[src/logic_cell_defs.svh]
// Purpose: offsets, field positions, reset values and counts of the
//          logic cell and clock network block
// Assumes: APB byte addresses, one 32-bit word per register
// Notes:   definitions only
`ifndef LOGIC_CELL_DEFS_SVH
`define LOGIC_CELL_DEFS_SVH

// ****************************************
// register byte offsets
// ****************************************
`define OFF_CTRL        12'h000
`define OFF_SEQ_CFG     12'h004
`define OFF_TT0         12'h008
`define OFF_TT1         12'h00C
`define OFF_INV         12'h010
`define OFF_PULL        12'h014
`define OFF_STATUS      12'h018

// ****************************************
// control fields
// ****************************************
`define CTRL_TRST_RSV   0
`define CTRL_FIRST_INT  1
`define CTRL_SECOND_INT 2
`define CTRL_MACRO_EN   3

// ****************************************
// per sequential cell config, one nibble each; pull-down field position
// ****************************************
`define SEQ_FIELD_W     4
`define SEQ_FALLING     0
`define SEQ_SEL_LO      1
`define PULL_DOWN_POS   8

// ****************************************
// reset values and counts
// ****************************************
`define RST_CTRL        32'h0000_0000
`define RST_SEQ_CFG     32'h0000_0000
`define RST_TT          32'h0000_0000
`define RST_PULL        32'h0000_0000
`define HCLK_HOLD_RISES 2'h2

`endif

[src/logic_cell_pkg.sv]
// Purpose: types shared by the logic cell and clock network files
// Assumes: nothing
// Notes:   clock select codes live here; other constants live in logic_cell_defs.svh
package logic_cell_pkg;

    typedef logic [1:0] clk_sel_t;

    typedef enum logic [1:0] {
        HCLK_HOLD = 2'b01,
        HCLK_LIVE = 2'b10
    } hclk_state_e;

    localparam clk_sel_t SEL_HARD   = 2'h0;
    localparam clk_sel_t SEL_FIRST  = 2'h1;
    localparam clk_sel_t SEL_SECOND = 2'h2;

endpackage

[src/comb_cell.sv]
// Purpose: one combinational cell, five-input function by truth table
// Assumes: inputs already in the pclk domain
// Notes:   input 0 is the invertible input
`timescale 1ns/10ps
`default_nettype none

module comb_cell (
    // function
    input  wire logic [31:0] truth,
    input  wire logic        invert,
    // operands
    input  wire logic [4:0]  operand,
    // result
    output logic             result
);

    logic [4:0] index;

    always_comb begin
        index  = {operand[4:1], operand[0] ^ invert};
        result = truth[index];
    end

endmodule

`default_nettype wire

[src/logic_cell_top.sv]
// Purpose: sequential cells, combinational cells and the clock network
// Assumes: all pins asynchronous to pclk; config over APB
// Notes:   cell clocks are edges seen on sampled clock pins or, for internal drivers, on combinational cell outputs
//
// Contract
// - flop with clear, preset, enable from selects
// - per cell rising or falling edge choice
// - per cell clock mux: hard or routed
// - hard clock dead until fourth cycle; its third falling edge already reaches falling-edge cells
// - reserved grounded test reset skips hold
// - hard clock feeds sequential cells only
// - routed clocks from pin or internal driver
// - five-input function with invertible input
// - two combinational cells form a flop
// - outputs tristated until power is good
// - per output power-up pull up or down
//
// Local design decisions: register access over APB and the register addresses.
`timescale 1ns/10ps
`default_nettype none
`include "logic_cell_defs.svh"

module logic_cell_top #(
    parameter int NUM_SEQ = 4
) (
    // clock and reset
    input  wire logic                 pclk,
    input  wire logic                 presetn,
    // apb slave
    input  wire logic                 psel,
    input  wire logic                 penable,
    input  wire logic                 pwrite,
    input  wire logic [11:0]          paddr,
    input  wire logic [31:0]          pwdata,
    output logic      [31:0]          prdata,
    output logic                      pready,
    output logic                      pslverr,
    // clock pins
    input  wire logic                 hard_clock,
    input  wire logic                 routed_clock_first,
    input  wire logic                 routed_clock_second,
    input  wire logic                 test_reset,
    input  wire logic                 power_good,
    // sequential cell pins
    input  wire logic [NUM_SEQ-1:0]   seq_d,
    input  wire logic [NUM_SEQ-1:0]   seq_clear,
    input  wire logic [NUM_SEQ-1:0]   seq_preset,
    input  wire logic [NUM_SEQ-1:0]   enable_select_line_zero,
    input  wire logic [NUM_SEQ-1:0]   enable_select_line_one,
    // combinational cell pins
    input  wire logic [9:0]           comb_in,
    output logic      [1:0]           comb_out,
    output logic                      macro_q,
    // output pads
    output logic      [NUM_SEQ-1:0]   pad_out,
    output logic      [NUM_SEQ-1:0]   pad_oe_n,
    output logic      [NUM_SEQ-1:0]   pad_pull_up,
    output logic      [NUM_SEQ-1:0]   pad_pull_down
);
    import logic_cell_pkg::*;

    localparam int RAW_W = 5 + 5 * NUM_SEQ + 10;

    // ****************************************
    // input synchronisers
    // ****************************************
    logic [RAW_W-1:0]   sync_meta;
    logic [RAW_W-1:0]   sync_out;

    always_ff @(posedge pclk or negedge presetn) begin
        if (!presetn) begin
            sync_meta <= '0;
            sync_out  <= '0;
        end else begin
            sync_meta <= {hard_clock, routed_clock_first,
                          routed_clock_second, test_reset, power_good,
                          seq_d, seq_clear, seq_preset,
                          enable_select_line_zero,
                          enable_select_line_one, comb_in};
            sync_out  <= sync_meta;
        end
    end

    logic               hclk_s;
    logic               first_pin_s;
    logic               second_pin_s;
    logic               trst_s;
    logic               power_ok;
    logic [NUM_SEQ-1:0] d_s;
    logic [NUM_SEQ-1:0] clr_s;
    logic [NUM_SEQ-1:0] pre_s;
    logic [NUM_SEQ-1:0] sel0_s;
    logic [NUM_SEQ-1:0] sel1_s;
    logic [9:0]         comb_in_s;

    assign {hclk_s, first_pin_s, second_pin_s, trst_s, power_ok,
            d_s, clr_s, pre_s, sel0_s, sel1_s, comb_in_s} = sync_out;

    // ****************************************
    // registers
    // ****************************************
    logic [31:0]        ctrl;
    logic [31:0]        seq_cfg;
    logic [31:0]        truth0;
    logic [31:0]        truth1;
    logic [1:0]         inv_cfg;
    logic [31:0]        pull_cfg;
    logic [31:0]        status;
    logic               wr_take;
    logic               access;

    assign access  = psel && penable && !pready;
    assign wr_take = psel && penable && pready && pwrite;

    function automatic logic addr_mapped(input logic [11:0] a);
        return a == `OFF_CTRL || a == `OFF_SEQ_CFG || a == `OFF_TT0 ||
               a == `OFF_TT1 || a == `OFF_INV || a == `OFF_PULL ||
               a == `OFF_STATUS;
    endfunction

    always_ff @(posedge pclk or negedge presetn) begin
        if (!presetn) begin
            ctrl     <= `RST_CTRL;
            seq_cfg  <= `RST_SEQ_CFG;
            truth0   <= `RST_TT;
            truth1   <= `RST_TT;
            inv_cfg  <= 2'h0;
            pull_cfg <= `RST_PULL;
        end else if (wr_take) begin
            unique case (paddr)
                `OFF_CTRL:    ctrl     <= pwdata;
                `OFF_SEQ_CFG: seq_cfg  <= pwdata;
                `OFF_TT0:     truth0   <= pwdata;
                `OFF_TT1:     truth1   <= pwdata;
                `OFF_INV:     inv_cfg  <= pwdata[1:0];
                `OFF_PULL:    pull_cfg <= pwdata;
                default:      ;
            endcase
        end
    end

    // one wait state: answer in the second access cycle
    always_ff @(posedge pclk or negedge presetn) begin
        if (!presetn) begin
            pready  <= 1'b0;
            pslverr <= 1'b0;
            prdata  <= 32'h0000_0000;
        end else begin
            pready  <= access;
            pslverr <= access && !addr_mapped(paddr);
            if (access && !pwrite) begin
                unique case (paddr)
                    `OFF_CTRL:    prdata <= ctrl;
                    `OFF_SEQ_CFG: prdata <= seq_cfg;
                    `OFF_TT0:     prdata <= truth0;
                    `OFF_TT1:     prdata <= truth1;
                    `OFF_INV:     prdata <= {30'h0000_0000, inv_cfg};
                    `OFF_PULL:    prdata <= pull_cfg;
                    `OFF_STATUS:  prdata <= status;
                    default:      prdata <= 32'h0000_0000;
                endcase
            end
        end
    end

    // ****************************************
    // hard-wired clock start-up hold
    // ****************************************
    hclk_state_e        hclk_state;
    logic [1:0]         hclk_rises;
    logic               hclk_prev;
    logic               hclk_rise;
    logic               hclk_fall;
    logic               bypass;
    logic               hclk_gate;

    assign hclk_rise = hclk_s && !hclk_prev;
    assign hclk_fall = !hclk_s && hclk_prev;
    assign bypass    = ctrl[`CTRL_TRST_RSV] && !trst_s;
    assign hclk_gate = (hclk_state == HCLK_LIVE) || bypass;

    always_ff @(posedge pclk or negedge presetn) begin
        if (!presetn) begin
            hclk_prev <= 1'b0;
        end else begin
            hclk_prev <= hclk_s;
        end
    end

    always_ff @(posedge pclk or negedge presetn) begin
        if (!presetn) begin
            hclk_state <= HCLK_HOLD;
            hclk_rises <= 2'h0;
        end else begin
            unique case (hclk_state)
                HCLK_HOLD: begin
                    if (bypass) begin
                        hclk_state <= HCLK_LIVE;
                    end else if (hclk_rise) begin
                        if (hclk_rises == `HCLK_HOLD_RISES) begin
                            hclk_state <= HCLK_LIVE;
                        end
                        hclk_rises <= hclk_rises + 2'h1;
                    end
                end
                HCLK_LIVE: hclk_state <= HCLK_LIVE;
                default:   hclk_state <= HCLK_HOLD;
            endcase
        end
    end

    // ****************************************
    // routed clocks and combinational cells
    // ****************************************
    logic [1:0]         comb_y;
    logic               first_lvl;
    logic               second_lvl;
    logic               first_prev;
    logic               second_prev;

    generate
        for (genvar c = 0; c < 2; c++) begin : g_comb
            comb_cell u_cell (
                .truth   (c == 0 ? truth0 : truth1),
                .invert  (inv_cfg[c]),
                .operand (comb_in_s[5*c +: 5]),
                .result  (comb_y[c])
            );
        end
    endgenerate

    // internal clock driver takes a combinational cell output
    assign first_lvl  = ctrl[`CTRL_FIRST_INT]
                        ? comb_y[0] : first_pin_s;
    assign second_lvl = ctrl[`CTRL_SECOND_INT]
                        ? comb_y[1] : second_pin_s;

    always_ff @(posedge pclk or negedge presetn) begin
        if (!presetn) begin
            first_prev  <= 1'b0;
            second_prev <= 1'b0;
            comb_out    <= 2'h0;
        end else begin
            first_prev  <= first_lvl;
            second_prev <= second_lvl;
            comb_out    <= comb_y;
        end
    end

    logic [1:0]         rises;
    logic [1:0]         falls;

    assign rises = {second_lvl && !second_prev, first_lvl && !first_prev};
    assign falls = {!second_lvl && second_prev, !first_lvl && first_prev};

    // paired-cell flop macro: cell 0 data, cell 1 load
    always_ff @(posedge pclk or negedge presetn) begin
        if (!presetn) begin
            macro_q <= 1'b0;
        end else if (ctrl[`CTRL_MACRO_EN] && rises[0] && comb_y[1]) begin
            macro_q <= comb_y[0];
        end
    end

    // ****************************************
    // sequential cells
    // ****************************************
    function automatic logic cell_tick(input clk_sel_t sel,
                                       input logic falling,
                                       input logic hr, input logic hf,
                                       input logic [1:0] r,
                                       input logic [1:0] f);
        logic rise_ev;
        logic fall_ev;
        rise_ev = 1'b0;
        fall_ev = 1'b0;
        unique case (sel)
            SEL_HARD: begin
                rise_ev = hr;
                fall_ev = hf;
            end
            SEL_FIRST: begin
                rise_ev = r[0];
                fall_ev = f[0];
            end
            SEL_SECOND: begin
                rise_ev = r[1];
                fall_ev = f[1];
            end
            default: ;
        endcase
        return falling ? fall_ev : rise_ev;
    endfunction

    logic [NUM_SEQ-1:0] tick;
    logic [NUM_SEQ-1:0] load;

    generate
        for (genvar i = 0; i < NUM_SEQ; i++) begin : g_seq
            localparam int B = `SEQ_FIELD_W * i;

            assign tick[i] = cell_tick(
                seq_cfg[B+`SEQ_SEL_LO +: 2],
                seq_cfg[B+`SEQ_FALLING],
                hclk_rise && hclk_gate,
                hclk_fall && hclk_gate,
                rises, falls);
            assign load[i] = tick[i] &&
                             (sel0_s[i] || sel1_s[i]);

            always_ff @(posedge pclk or negedge presetn) begin
                if (!presetn) begin
                    pad_out[i] <= 1'b0;
                end else if (clr_s[i]) begin
                    pad_out[i] <= 1'b0;
                end else if (pre_s[i]) begin
                    pad_out[i] <= 1'b1;
                end else if (load[i]) begin
                    pad_out[i] <= d_s[i];
                end
            end

        end
    endgenerate

    // ****************************************
    // output pads
    // ****************************************
    always_ff @(posedge pclk or negedge presetn) begin
        if (!presetn) begin
            pad_oe_n      <= '1;
            pad_pull_up   <= '0;
            pad_pull_down <= '0;
        end else begin
            pad_oe_n      <= {NUM_SEQ{!power_ok}};
            pad_pull_up   <= power_ok ? '0
                             : pull_cfg[NUM_SEQ-1:0];
            pad_pull_down <= power_ok ? '0
                             : pull_cfg[`PULL_DOWN_POS +: NUM_SEQ]
                               & ~pull_cfg[NUM_SEQ-1:0];
        end
    end

    always_comb begin
        status        = 32'h0000_0000;
        status[0]     = hclk_state == HCLK_LIVE;
        status[2:1]   = hclk_rises;
        status[3]     = power_ok;
        status[4]     = macro_q;
        status[6:5]   = comb_out;
        status[8 +: NUM_SEQ] = pad_out;
    end
endmodule

`default_nettype wire

[config.mk]
export PLATFORM = sky130hd
export DESIGN_NAME = logic_cell_top
export DESIGN_NICKNAME = d
export VERILOG_FILES = /design/src/logic_cell_pkg.sv /design/src/comb_cell.sv /design/src/logic_cell_top.sv
export VERILOG_INCLUDE_DIRS = /design/src
export SDC_FILE = /design/constraint.sdc
export NUM_CORES = 1
export LEC_CHECK = 0
export BUFFER_PORTS_ARGS = -buffer_cell sky130_fd_sc_hd__buf_2
export CORE_MARGIN = 10
export CORE_UTILIZATION = 25
export CTS_CLUSTER_SIZE = 40
export DETAILED_ROUTE_END_ITERATION = 12
export SYNTH_ARGS = -nofsm -noshare
export SYNTH_HDL_FRONTEND = slang
export SYNTH_SLANG_ARGS = --single-unit
[constraint.sdc]
create_clock -name pclk -period 4 [get_ports pclk]
set_input_delay 0.6 -clock pclk [delete_from_list [all_inputs] [get_ports pclk]]
set_output_delay 0.6 -clock pclk [all_outputs]
set_load 0.02 [all_outputs]
# --- After elaboration in Yosys (flattened, before gate mapping) ---
# Cells that the tools add are included.
word_totals:
  reg_bits: 289
  in_bits: 84
  output_inout_bits: 53
  wordCells: 149
classes:
  addsub: 1
  order_cmp: 2
  n_eq_ne: 19
  n_mux: 37
  bitwise: 5
  n_reduce_logical: 60
ops:
  columns: ["op", "count"]
  rows:
  - ["$pmux 32 s7", 1]
  - ["$eq 12x5->1 const B", 3]
  - ["$eq 12x4->1 const B", 2]
  - ["$pmux 1 s3", 8]
  - ["$logic_and 1x1->1", 21]
  - ["$mux 1", 20]
  - ["$reduce_and 2->1", 7]
  - ["$eq 12x3->1 const B", 1]
  - ["$eq 2x2->1 const B", 6]
  - ["$logic_not 12->1", 1]
  - ["$lt 5x6->1 const B", 2]
  - ["$reduce_bool 3->1", 4]
  - ["$logic_not 1->1", 11]
  - ["$logic_or 1x1->1", 11]
  - ["$bmux 1 s5", 2]
  - ["$eq 2x1->1 const B", 5]
  - ["$logic_not 2->1", 4]
  - ["$mux 4", 2]
  - ["$mux 2", 3]
  - ["$ne 3x3->1 const B", 2]
  - ["$and 4x4->4", 1]
  - ["$not 4->4", 1]
  - ["$pmux 2 s2", 1]
  - ["$reduce_and 3->1", 1]
  - ["other kinds (3)", 4]

# --- Depth between registers and ports, before layout ---
# Gate-level depths: netlist (run 1).
logic_depth:
  depth_word: 12
  depth_mapped: 12
  mapped_depth_nobuf: 9

# --- Modules after synthesis ---
# A second synthesis (run 1) with hierarchy kept.
hier_totals:
  hier_cells: 974
  hier_area_um2: 12529.5
by_module_without_submodules:
  columns: ["mod", "n_inst", "cells_per_inst", "area_per_inst_um2", "seq_area_each_um2"]
  rows:
  - ["logic_cell_top", 1, 856, 11813.8, 7234.4]
  - ["comb_cell", 2, 59, 357.8, 0.0]

# --- Worst setup path before layout (run 1) ---
# OpenSTA, ideal clock, no wires.
synth_path:
  path_type: "flip-flop to flip-flop"
  from: "reg inv_cfg[1]"
  to: "reg pad_out[0]"
  setup_ns: 0.136
  t_arrival_ns: 2.854
  t_required_ns: 3.864
  slack_ns: 1.011
  path_stages_with_launch: 10
  path_buffers: 0
  period_less_slack_ns: 2.989
  cell_sequence: "dfrtp_1 -> xnor2_4 -> mux4_1 -> mux2_2 -> o211ai_1 -> a31o_4 -> mux2_4 -> o22a_1 -> o41ai_2 -> a211oi_1"
synth_via:
  elab_chain_len: 10
  word_cells_on_any_way: 12
  cone_classes: "mux (6); bitwise (1); reduce/logical (5)"
synth_lines:
  columns: ["element", "line", "rtl"]
  rows:
  - ["from (decl)", "logic_cell_top.sv:106", "logic [1:0] inv_cfg;"]
  - ["from (signal assigned)", "logic_cell_top.sv:135", "`OFF_INV: inv_cfg <= pwdata[1:0];"]
  - ["$xor 1x1->1 (*)", "comb_cell.sv:20", "index = {operand[4:1], operand[0] ^ invert};"]
  - ["$bmux 1 s5 (*)", "comb_cell.sv:21", "result = truth[index];"]
  - ["$mux 1 (implied by the code) (*)", "comb_cell.sv:21", null]
  - ["$mux 1 (*)", "logic_cell_top.sv:235", "assign second_lvl = ctrl[`CTRL_SECOND_INT]"]
  - ["$logic_not 1->1", "logic_cell_top.sv:254", "assign falls = {!second_lvl && second_prev, !first_lvl && first_prev};"]
  - ["$logic_and 1x1->1", "logic_cell_top.sv:254", null]
  - ["$pmux 1 s3", "logic_cell_top.sv:277", "unique case (sel)"]
  - ["$mux 1 (*)", "logic_cell_top.sv:292", "return falling ? fall_ev : rise_ev;"]
  - ["$logic_and 1x1->1 (*)", "logic_cell_top.sv:308", "assign load[i] = tick[i] &&"]
  - ["$reduce_bool 3->1 (no source line) (*)", null, null]
  - ["to (signal, indexed assignment)", "logic_cell_top.sv:319", "pad_out[i] <= d_s[i];"]
  - ["to (decl)", "logic_cell_top.sv:55", "output logic [NUM_SEQ-1:0] pad_out,"]
# Mark *: on every way between the ends. The rest lies on a longest branch, timed or not. The select of a mux whose other input is x is not followed.
# A chain may end at the register's enable or synchronous reset.

# --- Worst setup path in the final report (run 1) ---
# Ends and elaborated chain as after synthesis.

==> summary.txt, run 1 <==
Outcome
  – Outcome: finished clean

Floorplan
  – Die area: 58,100 um2
  – Row count: 80
  – Core ar.: 48,000 um2
  – Io pins: roughly 140
  – Die Span Y: 241 um
  – Die X: 241 um
  – Initial core utilization: 0.254

Critical path
  – Crit path depth: 9
  – CP cell instances: xnor2_4 -> mux4_1 -> mux2_2 -> o211ai_1 -> a31o_4 -> mux2_4 -> o22a_1 -> o41ai_2 -> a211oi_1
  – Crit path arrival time: 3.83 ns
  – R2R depth: 9
  – Slowest cell delay on critical path: 0.61 ns
  – Worst EP required: around 4.4 ns
  – R2R Path End: pad_out[0]$_DFFE_PN0P_
  – CP max-delay cell: mux4_1
  – R2r startpoint: inv_cfg[1]$_DFFE_PN0P_
  – Flop2flop setup slack: ~0.56 ns
  – Crit end category: flop
  – Critical path fanouts, max: 10
  – Worst path bufs/invs: 0
  – Crit path capture: pad_out[0]$_DFFE_PN0P_
  – Beginning of the critical path: inv_cfg[1]$_DFFE_PN0P_
  – Crit Path Category: reg2reg
  – Startpoint Class: flop
  – CP top delay family: multiplexers

Cells and area
  – Area of the multi-input gates: approximately 4700 um2
  – Layout Nets: 1,154
  – Most frequent cells in the layout: dfrtp_1, mux2_2, buf_2, nand2_1, o21ai_0
  – Reg area: roughly 7200 um2
  – Layout cells sized above 1: 0.367
  – Layout overhead on the synthesized area: 20.3%
  – Commonest non-fill, non-tap cell in the layout: dfrtp_1
  – Fillers: a little under 5,000

Yosys
  – Leading area contributor after synthesis: dfrtp_1
  – Mapped cell area: 12,200 um2
  – Synth cell types: between 50 and 60
  – Ys flop type: dfrtp_1
  – Syn Inst Count: 930
  – Mean Syn Cell Area: around 13 um2
  – Post-synth ARST share: 1.00
  – Top post-synthesis cells by area: dfrtp_1, mux2_2, mux2i_1
  – Sequential cell area fraction in the yosys report: 0.593
  – Share of the synthesized area in the top cell type: 0.588
  – Syn Nets: 1,017
  – Seq cells post-synth: slightly below 300
  – Synth Warn #: 0
  – Post-synth EDFFs: 0

Route
  – Drt pass-1 iters: 7
  – Avg WL per Cell: 20.8 um
  – DR vias/cell: approximately 4.8
  – Via count: 8,210
  – DRC viols: 0
  – DRT antenna net count: 0
  – WL final: 35,600 um
  – DR iter-0 viols: 590

Clock tree
  – Number of hold buffers added after cts: 0
  – Clock slew at reported path FFs: 0.06 ns
  – Cells resized by post-CTS repair: 0
  – H-Tree Depth: 2
  – CTS sink count: around 290
  – Root Driver: clkbuf_16
  – CTS tree: yes
  – Setup repair bufs after CTS: 0
  – Number of CTS-inserted buffers: 34
  – Buffer depth of the longest clock path: 3
  – Worst-Skew Late Latency: ~0.52 ns

Global route
  – Largest net degree at the start of global routing: 98
  – Initial antenna violation count: 4
  – Total grt overflow: 0
  – Vias in the first global route: 8,573
  – Total track usage: 0.122
  – First-pass GRT wire length: 54,300 um

Timing
  – Fin crit share: 0.861
  – Fin crit period: 3.44 ns
  – RSZ-0062 raised after global routing: no
  – Clk_skew: roughly 0.013 ns
  – Endpoints failing hold: 0
  – Least-Margin Pin Slew: 1.01 ns
  – Final Max Tran Viols: 0
  – Fmax: 290 MHz
  – Final TNS setup: 0 ns
  – Max-slew headroom: 0.321
  – Setup violations, final: 0

Pwr
  – LEAKAGE: around 7.1 nW
  – IR drop worst, VDD: between 200 and 250 uV
  – Pwr/cell area: 432 nW/um2
  – Total Power: 6.34 mW

Min path
  – Hold WC Path Type: in2async

Place
  – Final RePlAce weighted congestion: 0.805
  – DP HPWL: 25,300 um
  – Buffers on Ports: between 100 and 150

Run
  – Maxcap violations: 0
==> worst min-delay path by stage <==
stage                                   to  cells after the start
CTS                 sync_meta[6]$_DFF_PN0_                      1
global route        sync_meta[6]$_DFF_PN0_                      1
floorplan            comb_out[0]$_DFF_PN0_                      0
finish              sync_meta[6]$_DFF_PN0_                      1
global placement    sync_out[33]$_DFF_PN0_                      0
detailed placement  sync_out[14]$_DFF_PN0_                      0
==> routing by layer <==
metal,vias to the layer above,routed length (um),GRT usage
li1,3665,-,-
met1,4260,16000,0.161
met2,232,16600,0.198
met3,45,2390,0.0303
met4,8,520,0.0265
met5,-,49,0
==> area by class of cell <==
type                            count  share of cell area
Inverter                           16             0.00409
Clock buffer                       48              0.0656
Antenna cell                        1            0.000170
Tap cell                          615              0.0524
Sequential cell                   289               0.493
Timing Repair Buffer              164              0.0622
Multi-Input combinational cell    562               0.317
Clock inverter                     13             0.00613
==> stage by stage <==
step / area, um2 / utilization / hold WS [ns] / std cells / setup WS, ns
final: 14700 / 0.306 / 0.101 / 1708 / 0.556
after global routing: 14700 / 0.306 / 0.155 / 1707 / 0.394
after CTS: 14700 / 0.306 / 0.140 / 1707 / 0.555
after detailed placement: 13600 / 0.284 / 0.335 / 1646 / 0.574
after global placement: 13600 / 0.284 / 0.335 / 1646 / 0.637
after floorplan: 12200 / - / 0.304 / 930 / 1.01
==> synthesized netlist by cell type, drive strengths merged, types with 3 or more instances <==
cell type,count
a211oi,8
a21o,9
a21oi,16
a221o,3
a222oi,31
a311oi,4
a31oi,3
and3,4
buf,27
clkbuf,36
dfrtp,287
ha,3
inv,16
mux2,172
mux2i,50
mux4,6
nand2,80
nand3,5
nand3b,10
nor2,23
nor2b,13
nor3,8
nor3b,19
o21ai,62
o22ai,3
xnor2,3
==> cells by family after synthesis <==
family,after synthesis,synth area share
DFF,289,0.593
muxes,228,0.213
and+or+nand+nor,172,0.0692
AOI/OAI and AO/OA,156,0.0898
buffers and inverters,79,0.0285
xor gates and xnor gates,3,0.00431
adders and majority gates,3,0.00308
==> flip-flops by register name (all words and copies together) (netlist names), 32 cells and up <==
| name | cells |
|---|---|
| sync_meta | 35 |
| sync_out | 35 |
| ctrl | 32 |
| prdata | 32 |
| pull_cfg | 32 |
| seq_cfg | 32 |
| truth0 | 32 |
| truth1 | 32 |
==> power breakdown <==
group | internal [mW] | switching (mW)
combinational | 0.132 | 0.237
clock | 1.69 | 1.23
sequential | 3.00 | 0.0552
Note: power is estimated with default switching activity, not from simulation.
==> run 2, diff against run 1 <==
--- a/config.mk
+++ b/config.mk
@@ -7,10 +7,12 @@
 export NUM_CORES = 1
 export LEC_CHECK = 0
 export BUFFER_PORTS_ARGS = -buffer_cell sky130_fd_sc_hd__buf_2
+export CORE_ASPECT_RATIO = 0.9
 export CORE_MARGIN = 10
 export CORE_UTILIZATION = 25
 export CTS_CLUSTER_SIZE = 40
 export DETAILED_ROUTE_END_ITERATION = 12
+export RECOVER_POWER = 100
 export SYNTH_ARGS = -nofsm -noshare
 export SYNTH_HDL_FRONTEND = slang
 export SYNTH_SLANG_ARGS = --single-unit
==> summary.txt, run 2 (synthesis results as in run 1) <==
Pwr
  – LEAKAGE: 6.80 nW (was 7.09 nW)
  – Total Power: 6.40 mW (was 6.34 mW)
  – IR drop worst, VDD: 358 uV (was 247 uV)
  – Pwr/cell area: 440 nW/um2 (was 432 nW/um2)

Clock tree
  – Buffer depth of the longest clock path: 3 (unchanged)
  – Setup repair bufs after CTS: 0 (unchanged)
  – Number of hold buffers added after cts: 0 (unchanged)
  – CTS tree: yes (unchanged)
  – Root Driver: clkbuf_16 (unchanged)
  – H-Tree Depth: 1 (was 2)
  – CTS sink count: 289 (unchanged)
  – Cells resized by post-CTS repair: 0 (unchanged)
  – Clock slew at reported path FFs: 0.06 ns (about the same)
  – Worst-Skew Late Latency: 0.58 ns (was 0.52 ns)
  – Number of CTS-inserted buffers: 31 (was 34)

Outcome
  – Failing checks: capacitance limit, slew limit
  – Outcome: finished with violations (was finished clean)

Critical path
  – CP top delay family: multiplexers (unchanged)
  – Critical path fanouts, max: 10 (unchanged)
  – Worst path bufs/invs: 0 (unchanged)
  – CP max-delay cell: mux4_1 (unchanged)
  – CP cell instances: xnor2_4 -> mux4_1 -> mux2_2 -> o211ai_1 -> a31o_1 -> mux2_1 -> o22a_1 -> o41ai_2 -> a211oi_1 (was xnor2_4 -> mux4_1 -> mux2_2 -> o211ai_1 -> a31o_4 -> mux2_4 -> o22a_1 -> o41ai_2 -> a211oi_1)
  – Crit end category: flop (unchanged)
  – Crit path arrival time: 3.95 ns (was 3.83 ns)
  – Startpoint Class: flop (unchanged)
  – Worst EP required: 4.44 ns (was 4.39 ns)
  – Slowest cell delay on critical path: 0.60 ns (was 0.61 ns)
  – Crit Path Category: reg2reg (unchanged)

Min path
  – Hold WC Path Type: in2reg (was in2async)

Timing
  – Fin crit period: 3.51 ns (was 3.44 ns)
  – Clk_skew: 0.0190 ns (was 0.0135 ns)
  – Final Max Tran Viols: 165 (was 0)
  – RSZ-0062 raised after global routing: no (unchanged)
  – Setup violations, final: 0 (unchanged)
  – Final TNS setup: 0 ns (unchanged)
  – Fmax: 285 MHz (was 290 MHz)
  – Least-Margin Pin Slew: 2.56 ns (was 1.01 ns)
  – Fin crit share: 0.878 (was 0.861)
  – Endpoints failing hold: 0 (unchanged)
  – Max-slew headroom: -0.710 (was 0.321)

Global route
  – Initial antenna violation count: 10 (was 4)
  – Largest net degree at the start of global routing: 99 (was 98)
  – Total grt overflow: 0 (unchanged)
  – Vias in the first global route: 8,468 (was 8,573)
  – First-pass GRT wire length: 54,200 um (was 54,300 um)
  – Total track usage: 0.121 (was 0.122)

Route
  – DRC viols: 0 (unchanged)
  – DR iter-0 viols: 792 (was 590)
  – Avg WL per Cell: 20.7 um (was 20.8 um)
  – DR vias/cell: 4.80 (was 4.81)
  – Drt pass-1 iters: 5 (was 7)
  – WL final: 35,500 um (was 35,600 um)
  – Via count: 8,213 (was 8,210)
  – DRT antenna net count: 0 (unchanged)

Floorplan
  – Io pins: 137 (unchanged)
  – Row count: 76 (was 80)
  – Die X: 253 um (was 241 um)
  – Core ar.: 48,100 um2 (was 48,000 um2)
  – Die Span Y: 230 um (was 241 um)
  – Initial core utilization: 0.254 (about the same)
  – Die area: 58,100 um2 (about the same)

Cells and area
  – Layout Nets: 1,147 (was 1,154)
  – Commonest non-fill, non-tap cell in the layout: dfrtp_1 (unchanged)
  – Largest regs: sync_meta x35, sync_out x35 (unchanged)
  – Layout cells sized above 1: 0.298 (was 0.367)
  – Layout overhead on the synthesized area: 19.1% (was 20.3%)
  – Most frequent cells in the layout: dfrtp_1, mux2_2, nand2_1, buf_2, clkbuf_1 (was dfrtp_1, mux2_2, buf_2, nand2_1, o21ai_0)
  – Cell area after layout: 14,500 um2 (was 14,700 um2)

Run
  – Maxcap violations: 3 (was 0)

Place
  – Final RePlAce weighted congestion: 0.821 (was 0.805)
  – Buffers on Ports: 136 (unchanged)
  – DP HPWL: 25,200 um (was 25,300 um)
  – Post-DP Area: 13,600 um2 (about the same)
==> run 2: cell count changes in the layout (fill, tap and decap cells not counted), sizes merged <==
cell,previous run,this run
clkinvlp,1,0
clkbuf,48,119
bufinv,0,2
inv,19,17
buf,164,87
==> run 2: layout make-up <==
type | count | area (um2)
Fill cell | 4914 | 33600
Clock buffer | 46 | 962
Timing Repair Buffer | 160 | 752
Sequential cell | 289 | 7230
Antenna cell | 1 | 2.50
Tap cell | 624 | 781
Inverter | 16 | 60.1
Clock inverter | 12 | 129
Multi-Input combinational cell | 562 | 4620
==> run 2: power by group <==
group / internal, mW / total (mW) / switching [mW]
registers: 2.99 / 3.05 / 0.0557
clock network: 1.79 / 2.99 / 1.20
logic: 0.125 / 0.358 / 0.234
total: 4.91 / 6.40 / 1.49
==> run 2: per-stage QoR <==
step / setup WS [ns] / hold WS [ns] / util / instances
after floorplan: 1.01 / 0.304 / - / 930
after global placement: 0.743 / 0.335 / 0.283 / 1651
after detailed placement: 0.685 / 0.336 / 0.283 / 1651
after CTS: 0.671 / 0.0981 / 0.306 / 1709
after global routing: 0.357 / 0.0996 / 0.302 / 1709
final: 0.489 / 0.128 / 0.302 / 1710
==> run 2: path summary, 6_finish.rpt <==
check                                   startpoint                 endpoint  slack, ns  cells after the start
max                         inv_cfg[1]$_DFFE_PN0P_   pad_out[0]$_DFFE_PN0P_       0.49                      9
min                             routed_clock_first  sync_meta[33]$_DFF_PN0_       0.13                      1
max reg2reg                 inv_cfg[1]$_DFFE_PN0P_   pad_out[0]$_DFFE_PN0P_       0.49                      9
min reg2reg                sync_meta[31]$_DFF_PN0_   sync_out[31]$_DFF_PN0_       0.34                      0
max in group asynchronous                  presetn  seq_cfg[21]$_DFFE_PN0P_       1.11                      2
min in group asynchronous                  presetn  sync_meta[28]$_DFF_PN0_       0.80                      1
==> run 2: metal layers <==
metal  track usage  part of all wire
met1         0.164              0.45
met2         0.183              0.45
met3        0.0388             0.081
met4        0.0267             0.019
met5             0            0.0030
